===== src/verilog/seq_pkg.sv =====
/*
  Constants, types and register map for the program sequencer and port block.
  Assumes a 200 MHz system clock and an Avalon-MM master with waitrequest.
*/
// Summary of operation
// [RULE1] Program address: 2-bit upper page, 4-bit middle page, 6-bit step counter.
// [RULE2] Upper and middle page pick the page; step counter picks the step.
// [RULE3] Two-level return stack holds all three address parts.
// [RULE4] Program space is 64 pages of 63 steps each.
// [RULE5] Auto-clear starts execution at upper 3, middle 7, step 0.
// [RULE6] Wake from halt by tick or key restarts at upper 1, middle 0, step 0.
// [RULE7] Non-jump instructions advance the step counter one polynomial position.
// [RULE8] Long jump and call reach any page; return pops the stack; in-page and accumulator-to-step (operand bits 3:0) jumps stay in the page.
// [RULE9] Key inputs pulled low; key-read loads their levels into the accumulator.
// [RULE10] Four key inputs and eight strobes scan up to 32 keys.
// [RULE11] Program waits one step between strobe change and key read.
// [RULE12] Two inputs pulled high; their test skips the next instruction when high.
// [RULE13] Strobe pins come straight from the 8-bit strobe latch.
// [RULE14] Latch transfer copies all eight shift bits into the latch at once.
// [RULE15] Set-lsb or clear-lsb shifts the strobe shift register, loading 1 or 0.
// [RULE16] Every seg_a_out and seg_b_out bit comes from a display RAM bit.
// [RULE17] Auxiliary segment outputs show the L and X flag registers.
// [RULE18] First auxiliary output is gated by Y to flash symbols.
// [RULE19] Four commons multiplexed at 1/4 duty, 1/3 bias, four levels.
// [RULE20] Display drives only when backplate is 1 and bleeder cut is 0.
// [RULE21] A 15-stage clock divider that instructions can reset.
// [RULE22] One-second flag set on divider rising edge; testing it clears it.
// [RULE23] Halted clock restarts when one-second flag set or any key high.
// [RULE24] Auto-clear selects the slower 8.192 kHz system clock.
// [RULE25] Step counter is a 6-bit maximal-length LFSR of 63 states.
package seq_pkg;
  localparam int          CLK_HZ      = 200_000_000;
  localparam int          OSC_HZ      = 32_768;
  localparam int          OSC_DIV     = CLK_HZ / OSC_HZ;
  localparam int          DIV_STAGES  = 15;
  localparam int          SLOW_DIV    = 4;
  localparam int          FAST_DIV    = 2;
  // Register byte offsets
  localparam logic [7:0]  REG_CMD     = 8'h00;
  localparam logic [7:0]  REG_PC      = 8'h04;
  localparam logic [7:0]  REG_STACK   = 8'h08;
  localparam logic [7:0]  REG_CTRL    = 8'h0C;
  localparam logic [7:0]  REG_STATUS  = 8'h10;
  localparam logic [7:0]  REG_DRAM    = 8'h40;
  localparam int          DRAM_WORDS  = 32;
  // Start addresses
  localparam logic [1:0]  ACL_PU      = 2'h3;
  localparam logic [3:0]  ACL_PM      = 4'h7;
  localparam logic [1:0]  WAKE_PU     = 2'h1;
  localparam logic [3:0]  WAKE_PM     = 4'h0;
  localparam logic [5:0]  START_PL    = 6'h00;
  // Common drive level codes
  localparam logic [1:0]  LVL_BLANK   = 2'h0;
  localparam logic [1:0]  LVL_UNSEL   = 2'h1;
  localparam logic [1:0]  LVL_UNSEL_I = 2'h2;
  localparam logic [1:0]  LVL_SEL     = 2'h3;

  typedef struct packed {
    logic [1:0] pu;
    logic [3:0] pm;
    logic [5:0] pl;
  } pc_t;

  typedef enum logic [4:0] {
    OP_NOP, OP_JUMP_PAGE, OP_LONG_JUMP, OP_CALL, OP_RETURN, OP_RETURN_SKIP,
    OP_ACC_TO_STEP, OP_KEY_READ, OP_SET_LSB, OP_CLR_LSB, OP_LATCH_XFER,
    OP_FIRST_SKIP, OP_SECOND_SKIP, OP_SEC_TEST, OP_DIV_RESET, OP_HALT,
    OP_SEL_FAST, OP_SEL_SLOW
  } op_t;

  typedef enum logic [1:0] {
    ST_RUN, ST_HALT
  } run_t;
endpackage


===== src/verilog/seq_ports.sv =====
/*
  Program sequencer, strobe/key ports, divider and LCD output logic.
  Assumes synchronous pin inputs and an Avalon-MM master that holds each
  request until it samples waitrequest low.
*/
`timescale 1ns/1ps
module seq_ports import seq_pkg::*; #(
  parameter int OSC_DIV_P = OSC_DIV
) (
  input  wire logic        sys_clk,
  input  wire logic        reset,
  input  wire logic        auto_clear,
  input  wire logic [7:0]  avs_address,
  input  wire logic        avs_read,
  input  wire logic        avs_write,
  input  wire logic [31:0] avs_writedata,
  output logic [31:0]      avs_readdata,
  output logic             avs_waitrequest,
  input  wire logic [3:0]  key_inputs,
  input  wire logic        first_input,
  input  wire logic        second_input,
  output logic [7:0]       strobe_outputs,
  output logic [15:0]      seg_a_out,
  output logic [15:0]      seg_b_out,
  output logic             flash_segment_out,
  output logic             aux_segment_out,
  output logic [7:0]       common_outputs
);

  // State registers
  pc_t         pc_ff;
  pc_t         stk1_ff;
  pc_t         stk2_ff;
  run_t        run_ff;
  logic [15:0] osc_cnt_ff;
  logic        osc_tick;
  logic [1:0]  sys_cnt_ff;
  logic        fast_ff;
  logic [DIV_STAGES-1:0] div_ff;
  logic        sec_prev_ff;
  logic        sec_flag_ff;
  logic [3:0]  acc_ff;
  logic [7:0]  shift_ff;
  logic [7:0]  latch_ff;
  logic [3:0]  l_ff;
  logic [3:0]  x_ff;
  logic [3:0]  y_ff;
  logic        bp_ff;
  logic        bc_ff;
  logic [3:0]  dram [DRAM_WORDS];
  logic        wait_ff;
  logic [31:0] rdata_ff;

  // Bus decode
  wire         req       = (avs_read | avs_write) & wait_ff;
  wire         sel_cmd   = avs_address == REG_CMD;
  wire         sel_pc    = avs_address == REG_PC;
  wire         sel_stack = avs_address == REG_STACK;
  wire         sel_ctrl  = avs_address == REG_CTRL;
  wire         sel_stat  = avs_address == REG_STATUS;
  wire         sel_dram  = avs_address >= REG_DRAM
                           && avs_address < REG_DRAM + 8'(DRAM_WORDS * 4);
  wire  [4:0]  dram_idx  = 5'((avs_address - REG_DRAM) >> 2);
  wire         halted    = run_ff == ST_HALT;

  // Instruction slot pulse at the selected system clock rate
  wire         sys_tick  = osc_tick && (fast_ff ? sys_cnt_ff[0] : &sys_cnt_ff);
  // Commands wait for an instruction slot unless the core is halted
  wire         cmd_wr    = req & avs_write & sel_cmd;
  wire         exec      = cmd_wr & sys_tick & ~halted;
  wire         ack       = req & (~cmd_wr | sys_tick | halted);
  wire  op_t   op        = op_t'(avs_writedata[4:0]);
  wire  [11:0] operand   = avs_writedata[19:8];

  // Maximal-length step polynomial x^6+x^5+1, XNOR form so zero is legal
  wire  [5:0]  pl_step   = {pc_ff.pl[4:0], ~(pc_ff.pl[5] ^ pc_ff.pl[4])}; // [RULE7] [RULE25]
  wire  [5:0]  pl_skip   = {pl_step[4:0], ~(pl_step[5] ^ pl_step[4])};
  wire  pc_t   pc_next   = '{pu: pc_ff.pu, pm: pc_ff.pm, pl: pl_step};

  // One-second source and wake condition
  wire         sec_rise  = div_ff[DIV_STAGES-1] & ~sec_prev_ff;
  wire         sec_set   = sec_rise | sec_flag_ff;                       // [RULE22]
  wire         wake      = halted & (sec_set | (|key_inputs));           // [RULE23]

  // Skip decisions for the input and one-second tests
  logic        skip;
  assign skip = (op == OP_FIRST_SKIP && first_input)                     // [RULE12]
             || (op == OP_SECOND_SKIP && second_input)                   // [RULE12]
             || (op == OP_SEC_TEST && sec_flag_ff);

  // Next program address
  pc_t nxt_pc;
  always_comb begin
    nxt_pc = pc_ff;
    if (wake) begin
      nxt_pc = '{pu: WAKE_PU, pm: WAKE_PM, pl: START_PL};                // [RULE6]
    end else if (exec) begin
      case (op)
        OP_JUMP_PAGE:   nxt_pc.pl = operand[5:0];                       // [RULE8]
        OP_LONG_JUMP,
        OP_CALL: begin
          nxt_pc = '{pu: operand[7:6], pm: operand[11:8], pl: operand[5:0]}; // [RULE2] [RULE8]
        end
        OP_RETURN:      nxt_pc = stk1_ff;                                // [RULE3]
        OP_RETURN_SKIP: nxt_pc = '{pu: stk1_ff.pu, pm: stk1_ff.pm,
                                   pl: {stk1_ff.pl[4:0], ~(stk1_ff.pl[5] ^ stk1_ff.pl[4])}};
        OP_ACC_TO_STEP: nxt_pc.pl = {pc_ff.pl[5:4], operand[3:0]};      // [RULE8]
        default:        nxt_pc.pl = skip ? pl_skip : pl_step;           // [RULE7]
      endcase
    end
  end

  // Read data selection
  logic [31:0] rd_mux;
  always_comb begin
    rd_mux = 32'h0000_0000;
    if (sel_cmd)   rd_mux = {28'h000_0000, acc_ff};
    if (sel_pc)    rd_mux = {20'h0_0000, pc_ff};
    if (sel_stack) rd_mux = {4'h0, stk2_ff, 4'h0, stk1_ff};
    if (sel_ctrl)  rd_mux = {18'h0_0000, bc_ff, bp_ff, y_ff, x_ff, l_ff};
    if (sel_stat)  rd_mux = {13'h0000, fast_ff, halted, sec_flag_ff, shift_ff, latch_ff};
    if (sel_dram)  rd_mux = {28'h000_0000, dram[dram_idx]};
  end

  // Bus handshake: waitrequest idles high, drops for one answer cycle
  always_ff @(posedge sys_clk or posedge reset) begin
    if (reset) begin
      wait_ff  <= 1'b1;
      rdata_ff <= 32'h0000_0000;
    end else begin
      wait_ff  <= ~ack;
      if (ack && avs_read) begin
        rdata_ff <= rd_mux;
      end
    end
  end

  // Crystal tick prescaler and system slot counter
  assign osc_tick = osc_cnt_ff == 16'(OSC_DIV_P - 1);
  always_ff @(posedge sys_clk or posedge reset) begin
    if (reset) begin
      osc_cnt_ff <= 16'h0000;
      sys_cnt_ff <= 2'h0;
    end else begin
      osc_cnt_ff <= osc_tick ? 16'h0000 : osc_cnt_ff + 16'h0001;
      if (osc_tick) begin
        sys_cnt_ff <= sys_cnt_ff + 2'h1;
      end
    end
  end

  // Divider, one-second flag and clock-rate select
  always_ff @(posedge sys_clk or posedge reset) begin
    if (reset) begin
      div_ff      <= '0;
      sec_prev_ff <= 1'b0;
      sec_flag_ff <= 1'b0;
      fast_ff     <= 1'b0;
    end else if (auto_clear) begin
      div_ff      <= '0;
      sec_prev_ff <= 1'b0;
      sec_flag_ff <= 1'b0;
      fast_ff     <= 1'b0;                                               // [RULE24]
    end else begin
      sec_prev_ff <= div_ff[DIV_STAGES-1];
      if (exec && op == OP_DIV_RESET) begin
        div_ff <= '0;                                                    // [RULE21]
      end else if (osc_tick) begin
        div_ff <= div_ff + DIV_STAGES'(1);                               // [RULE21]
      end
      // A rising edge in the clearing slot wins over the test clear
      if (sec_rise) begin
        sec_flag_ff <= 1'b1;                                             // [RULE22]
      end else if (exec && op == OP_SEC_TEST) begin
        sec_flag_ff <= 1'b0;                                             // [RULE22]
      end
      if (exec && op == OP_SEL_FAST) fast_ff <= 1'b1;
      if (exec && op == OP_SEL_SLOW) fast_ff <= 1'b0;
    end
  end

  // Program counter, stack and run state
  always_ff @(posedge sys_clk or posedge reset) begin
    if (reset) begin
      pc_ff   <= '{pu: ACL_PU, pm: ACL_PM, pl: START_PL};
      stk1_ff <= '0;
      stk2_ff <= '0;
      run_ff  <= ST_RUN;
    end else if (auto_clear) begin
      pc_ff   <= '{pu: ACL_PU, pm: ACL_PM, pl: START_PL};                // [RULE5]
      stk1_ff <= '0;
      stk2_ff <= '0;
      run_ff  <= ST_RUN;
    end else begin
      pc_ff <= nxt_pc;                                                   // [RULE1] [RULE4]
      if (wake) begin
        run_ff <= ST_RUN;                                                // [RULE23]
      end else if (exec) begin
        case (op)
          OP_CALL: begin
            stk2_ff <= stk1_ff;                                          // [RULE3]
            stk1_ff <= pc_next;
          end
          OP_RETURN, OP_RETURN_SKIP: begin
            stk1_ff <= stk2_ff;                                          // [RULE3]
          end
          OP_HALT: run_ff <= ST_HALT;
          default: run_ff <= run_ff;
        endcase
      end
    end
  end

  // Key accumulator, strobe shift register and strobe latch
  always_ff @(posedge sys_clk or posedge reset) begin
    if (reset) begin
      acc_ff   <= 4'h0;
      shift_ff <= 8'h00;
      latch_ff <= 8'h00;
    end else if (exec) begin
      case (op)
        OP_KEY_READ:   acc_ff   <= key_inputs;                           // [RULE9] [RULE10]
        OP_SET_LSB:    shift_ff <= {shift_ff[6:0], 1'b1};                // [RULE15]
        OP_CLR_LSB:    shift_ff <= {shift_ff[6:0], 1'b0};                // [RULE15]
        OP_LATCH_XFER: latch_ff <= shift_ff;                             // [RULE14]
        default:       acc_ff   <= acc_ff;
      endcase
    end
  end

  // Display flags written over the bus
  always_ff @(posedge sys_clk or posedge reset) begin
    if (reset) begin
      l_ff  <= 4'h0;
      x_ff  <= 4'h0;
      y_ff  <= 4'h0;
      bp_ff <= 1'b0;
      bc_ff <= 1'b0;
    end else if (ack && avs_write && sel_ctrl) begin
      l_ff  <= avs_writedata[3:0];
      x_ff  <= avs_writedata[7:4];
      y_ff  <= avs_writedata[11:8];
      bp_ff <= avs_writedata[12];
      bc_ff <= avs_writedata[13];
    end
  end

  // Display RAM, written over the bus only
  always_ff @(posedge sys_clk) begin
    if (ack && avs_write && sel_dram) begin
      dram[dram_idx] <= avs_writedata[3:0];
    end
  end

  // Common phase and frame inversion from the divider
  wire  [1:0]  phase     = div_ff[6:5];
  wire         invert    = div_ff[7];
  wire         disp_on   = bp_ff & ~bc_ff;                               // [RULE20]
  wire         blink_off = ~div_ff[DIV_STAGES-1];

  // Segment outputs: one display RAM bit per segment per common phase
  genvar gi;
  generate
    for (gi = 0; gi < 16; gi++) begin : g_seg
      always_ff @(posedge sys_clk or posedge reset) begin
        if (reset) begin
          seg_a_out[gi] <= 1'b0;
          seg_b_out[gi] <= 1'b0;
        end else begin
          seg_a_out[gi] <= disp_on & dram[gi][phase];                    // [RULE16]
          seg_b_out[gi] <= disp_on & dram[gi+16][phase];                 // [RULE16]
        end
      end
    end
    for (gi = 0; gi < 4; gi++) begin : g_com
      always_ff @(posedge sys_clk or posedge reset) begin
        if (reset) begin
          common_outputs[2*gi +: 2] <= LVL_BLANK;
        end else if (!disp_on) begin
          common_outputs[2*gi +: 2] <= LVL_BLANK;                        // [RULE20]
        end else if (phase == 2'(gi)) begin
          common_outputs[2*gi +: 2] <= invert ? LVL_BLANK : LVL_SEL;     // [RULE19]
        end else begin
          common_outputs[2*gi +: 2] <= invert ? LVL_UNSEL_I : LVL_UNSEL; // [RULE19]
        end
      end
    end
  endgenerate

  // Auxiliary segments and strobe pins
  always_ff @(posedge sys_clk or posedge reset) begin
    if (reset) begin
      flash_segment_out <= 1'b0;
      aux_segment_out   <= 1'b0;
      strobe_outputs    <= 8'h00;
    end else begin
      flash_segment_out <= disp_on & l_ff[phase]
                           & ~(y_ff[phase] & blink_off);                 // [RULE17] [RULE18]
      aux_segment_out   <= disp_on & x_ff[phase];                        // [RULE17]
      strobe_outputs    <= latch_ff;                                     // [RULE13]
    end
  end

  assign avs_readdata    = rdata_ff;
  assign avs_waitrequest = wait_ff;

endmodule


===== config.mk =====
export PLATFORM = sky130hd
export DESIGN_NAME = seq_ports
export DESIGN_NICKNAME = d
export VERILOG_FILES = /design/src/verilog/seq_pkg.sv /design/src/verilog/seq_ports.sv
export SDC_FILE = /design/constraint.sdc
export NUM_CORES = 1
export LEC_CHECK = 0
export BUFFER_PORTS_ARGS = -buffer_cell sky130_fd_sc_hd__buf_2
export CAP_MARGIN = 40
export CORE_MARGIN = 2
export CORE_UTILIZATION = 64
export DETAILED_ROUTE_END_ITERATION = 6
export GPL_TIMING_DRIVEN = 0
export PLACE_DENSITY = 0.95
export REMOVE_ABC_BUFFERS = 1
export SKIP_LAST_GASP = 1
export SYNTH_ARGS = -nofsm -noshare
export SYNTH_HDL_FRONTEND = slang
export SYNTH_SLANG_ARGS = --single-unit

===== constraint.sdc =====
create_clock -name sys_clk -period 16.1 [get_ports sys_clk]
set_input_delay 1.61 -clock sys_clk [delete_from_list [all_inputs] [get_ports sys_clk]]
set_output_delay 1.61 -clock sys_clk [all_outputs]
set_load 0.05 [all_outputs]

==> flow_metrics.env <==
export IMPL_outcome="finished clean"
export IMPL_placed_cells=1422
export IMPL_grt_max_degree=115
export IMPL_cts_buffer_depth=3
export IMPL_drc=0
export IMPL_final_util_pct=73.36
export IMPL_critical_path_class="primary input to register"
export IMPL_gp_congestion=0.9642
export IMPL_fmax_mhz=209.5
export IMPL_via_per_inst=6.989
export IMPL_grt_pass1_wl_mm=61.35
export IMPL_core_region_area_um2=22500
export IMPL_drt_total_wl_mm=39.20
export IMPL_fillers=1244
export IMPL_reg2reg_depth=6
export IMPL_power_internal_mw=1.255
export IMPL_yosys_top_cells_area="dfrtp_1 (31%), edfxtp_1 (26%), mux4_2 (11%)"
export IMPL_slew_viol_final=0
export IMPL_drt_initial_drc_count=1599
export IMPL_die_area_um2=24000
export IMPL_netlist_instances=1072
export IMPL_powerDensity_nw_per_um2=100.1
export IMPL_peakVddDrop_v=0.00007260
export IMPL_cts_resized=0
export IMPL_antenna_found_initial=3
export IMPL_max_cap_violations=0
export IMPL_comb_power_share_pct=7.3
export IMPL_power_frac_seq_pct=51.2
export IMPL_crit_chain="buf_2 > inv_1 > ha_1 > nor4b_1 > nand4b_1 > nor3_2 > nand4_1 > mux2_2"
export IMPL_vias=10350
export IMPL_rsz0062_at_grt="false"
export IMPL_max_slew_margin_rel_pct=35.51
export IMPL_placed_area_um2=15510
export IMPL_final_nets=1229
export IMPL_critPathCaptureType="register"
export IMPL_dp_hpwl_mm=24.51
export IMPL_synth_edf_count=128
export IMPL_clk_pin_slew_worst_paths_ns=0.06
export IMPL_yosys_warnings=0
export IMPL_critPathMaxFanout=8
export IMPL_avgSynthCellArea_um2=13.60
export IMPL_critical_path_arrival_ns=5.22
export IMPL_worst_path_buf_inv=2
export IMPL_clkPwrFrac_pct=41.5
export IMPL_layout_drive_gt1_share_pct=30.04
export IMPL_synth_top_area_share_pct=30.55
export IMPL_cts_tree="built"
export IMPL_fin_setup_tns_ns=0
export IMPL_period_needed_ns=4.774
export IMPL_cp_start_kind="primary input"
export IMPL_skew_ns=0.02289
export IMPL_synthesis_area_um2=14580
export IMPL_htreeDepth=1
export IMPL_hold_viol=0
export IMPL_grt_overflow_total=0
export IMPL_cts_sinks=312
export IMPL_seq_area_frac_synth_pct=57.99
export IMPL_cp_depth=8
export IMPL_p_sw_share_pct=24.00
export IMPL_period_share_pct=29.65
export IMPL_clock_latency_ns=0.57
export IMPL_hold_buffers=0
export IMPL_cts_root_buf="clkbuf_16"
export IMPL_postRouteAntennaNets=0
export IMPL_hp_class="register to register"
export IMPL_worst_pin_slew_ns=0.9654
export IMPL_cts_buffers_inserted=30
export IMPL_final_setup_viol_count=0
export IMPL_die_h_um=154.9
export IMPL_yosysTopAreaCell="dfrtp_1"
export IMPL_slowest_delay_ns=0.68
export IMPL_die_x_um=154.9
export IMPL_crit_required_ns=16.54
export IMPL_io_pin_count=134
export IMPL_areaGrowthSynthToFinish_pct=13.22
export IMPL_leakage_nw=6.658
export IMPL_port_buffers=117
export IMPL_crit_slowest_cell="nor4b_1"
export IMPL_grt_pass1_vias=10710
export IMPL_rows=55
export IMPL_synth_ff_type="dfrtp_1"
export IMPL_hold_slack_ns=0.4219
export IMPL_whs_path_depth=0
export IMPL_regArea_um2=8458
export IMPL_firstDrtPassIters=6
export IMPL_multiInputGateArea_um2=5728
export IMPL_gr_usage_all_layers_pct=33.35
export IMPL_p_sw_mw=0.3964
export IMPL_postSynth_asyncResetShare_pct=58.97
export IMPL_cts_setup_buffers=0
export IMPL_synthDistinctLibCells=69
export IMPL_routedWlPerCell_um=26.47
export IMPL_stdcell_area_um2=16510
export IMPL_finalNonFillerCells=1481
export IMPL_cpLargestDelayFamily="simple AND/OR/NAND/NOR gates"
export IMPL_initial_core_util_pct=64.79
export IMPL_ys_ff_latch=312
[registers in the layout, indices dropped and copies added (netlist names), 2 cells and up]
name,cells
seg_b_out,16
x_ff,4
acc_ff,4
latch_ff,8
stk1_ff,12
dram,128
osc_cnt_ff,16
common_outputs,6
strobe_outputs,8
seg_a_out,16
pc_ff,12
shift_ff,8
stk2_ff,12
div_ff,15
y_ff,4
sys_cnt_ff,2
l_ff,4
avs_readdata,28
[layer usage]
| metal | track usage [%] | routed length, um | share of wire, % |
|---|---|---|---|
| met5 | 0 | 13 | 0.033 |
| met4 | 15.17 | 2063 | 5.3 |
| met3 | 8.579 | 4610 | 12 |
| met2 | 54.77 | 19250 | 49 |
| met1 | 42.30 | 13260 | 34 |
[layout make-up]
| class | count | area share (%) |
|---|---|---|
| Inverter | 30 | 0.7277 |
| Antenna cell | 1 | 0.01516 |
| Timing Repair Buffer | 136 | 5.382 |
| Sequential cell | 312 | 51.24 |
| Clock inverter | 15 | 0.4699 |
| Clock buffer | 41 | 5.306 |
| Tap cell | 285 | 2.160 |
| Multi-Input combinational cell | 661 | 34.70 |
[layout by cell type, fill, tap and decap left out, types with 28 or more instances in the layout]
cell	Yosys	layout
inv_1	29	28
mux2_2	77	77
nor2_1	89	89
dfrtp_1	178	176
nor2b_1	51	51
mux4_2	72	72
nand2_1	60	60
edfxtp_1	128	128
buf_2	6	118
clkbuf_16	0	33
mux2i_1	41	41
[kinds of logic (layout without fill, tap and decap cells)]
family / count (synthesis) / count (layout) / synth area share [%]
flops: 312 / 312 / 57.99
other cells: 1 / 5 / 0.02572
mux: 190 / 190 / 19.88
buf+inv: 102 / 222 / 2.883
simple gates: 315 / 315 / 11.36
compound gates: 119 / 119 / 5.690
xor+xnor: 26 / 26 / 1.562
fa+ha+maj: 7 / 7 / 0.6007
[synthesized netlist by cell type (all sizes together), types with 3 or more instances]
cell type	count
nor4b	4
a2bb2oi	3
nor2b	51
a211oi	4
ha	7
xor2	7
dfstp	6
nor2	89
mux4	72
nor4	3
a31oi	8
a21o	3
nand3	14
buf	25
or3	7
a21oi	16
xnor2	19
and2	6
clkbuf	47
nor3	13
nand4	23
a311oi	3
mux2	77
and3b	3
nand2b	11
o2111ai	3
a22o	12
and4	4
o22ai	7
o31ai	5
mux2i	41
a22oi	12
edfxtp	128
or2	9
nand2	60
dfrtp	178
inv	29
and3	8
o21ai	27
[worst reg2reg max path: stages (launching register included)]
cell and delay, ns:
dfrtp_1 0.42, or4b_1 0.53, or4_1 0.74, o21bai_2 0.70, buf_6 0.26, nand4_1 0.61, nor2_1 0.60
[stage by stage]
stage          total power [mW]  worst slack, ns
5_1_grt                   1.687            11.25
4_1_cts                   1.648            11.44
6_report                  1.652            11.33
2_1_floorplan            0.9245            9.500
3_3_place_gp             0.9657            7.665
3_5_place_dp             0.9752            10.92
[path summary, 6_finish.rpt]
| path | to | startpoint | slack (ns) |
|---|---|---|---|
| max in group asynchronous | div_ff[6] | reset | 14.03 |
| worst max register to register | dram[7][0] | osc_cnt_ff[3] | 11.90 |
| min in group asynchronous | seg_b_out[14] | reset | 1.19 |
| worst min-delay path | strobe_outputs[5] | latch_ff[5] | 0.42 |
| worst max-delay path | latch_ff[1] | avs_address[6] | 11.33 |
| worst min register to register | strobe_outputs[5] | latch_ff[5] | 0.42 |
[power by group through the flow]
stage	registers, mW	logic [mW]	clock network, mW
after floorplan	0.873	0.0514	0
after global placement	0.860	0.106	0
after detailed placement	0.860	0.115	0
after CTS	0.845	0.118	0.685
after global routing	0.845	0.127	0.715
final	0.845	0.121	0.685
No activity file was read; power rests on OpenSTA's default activity.
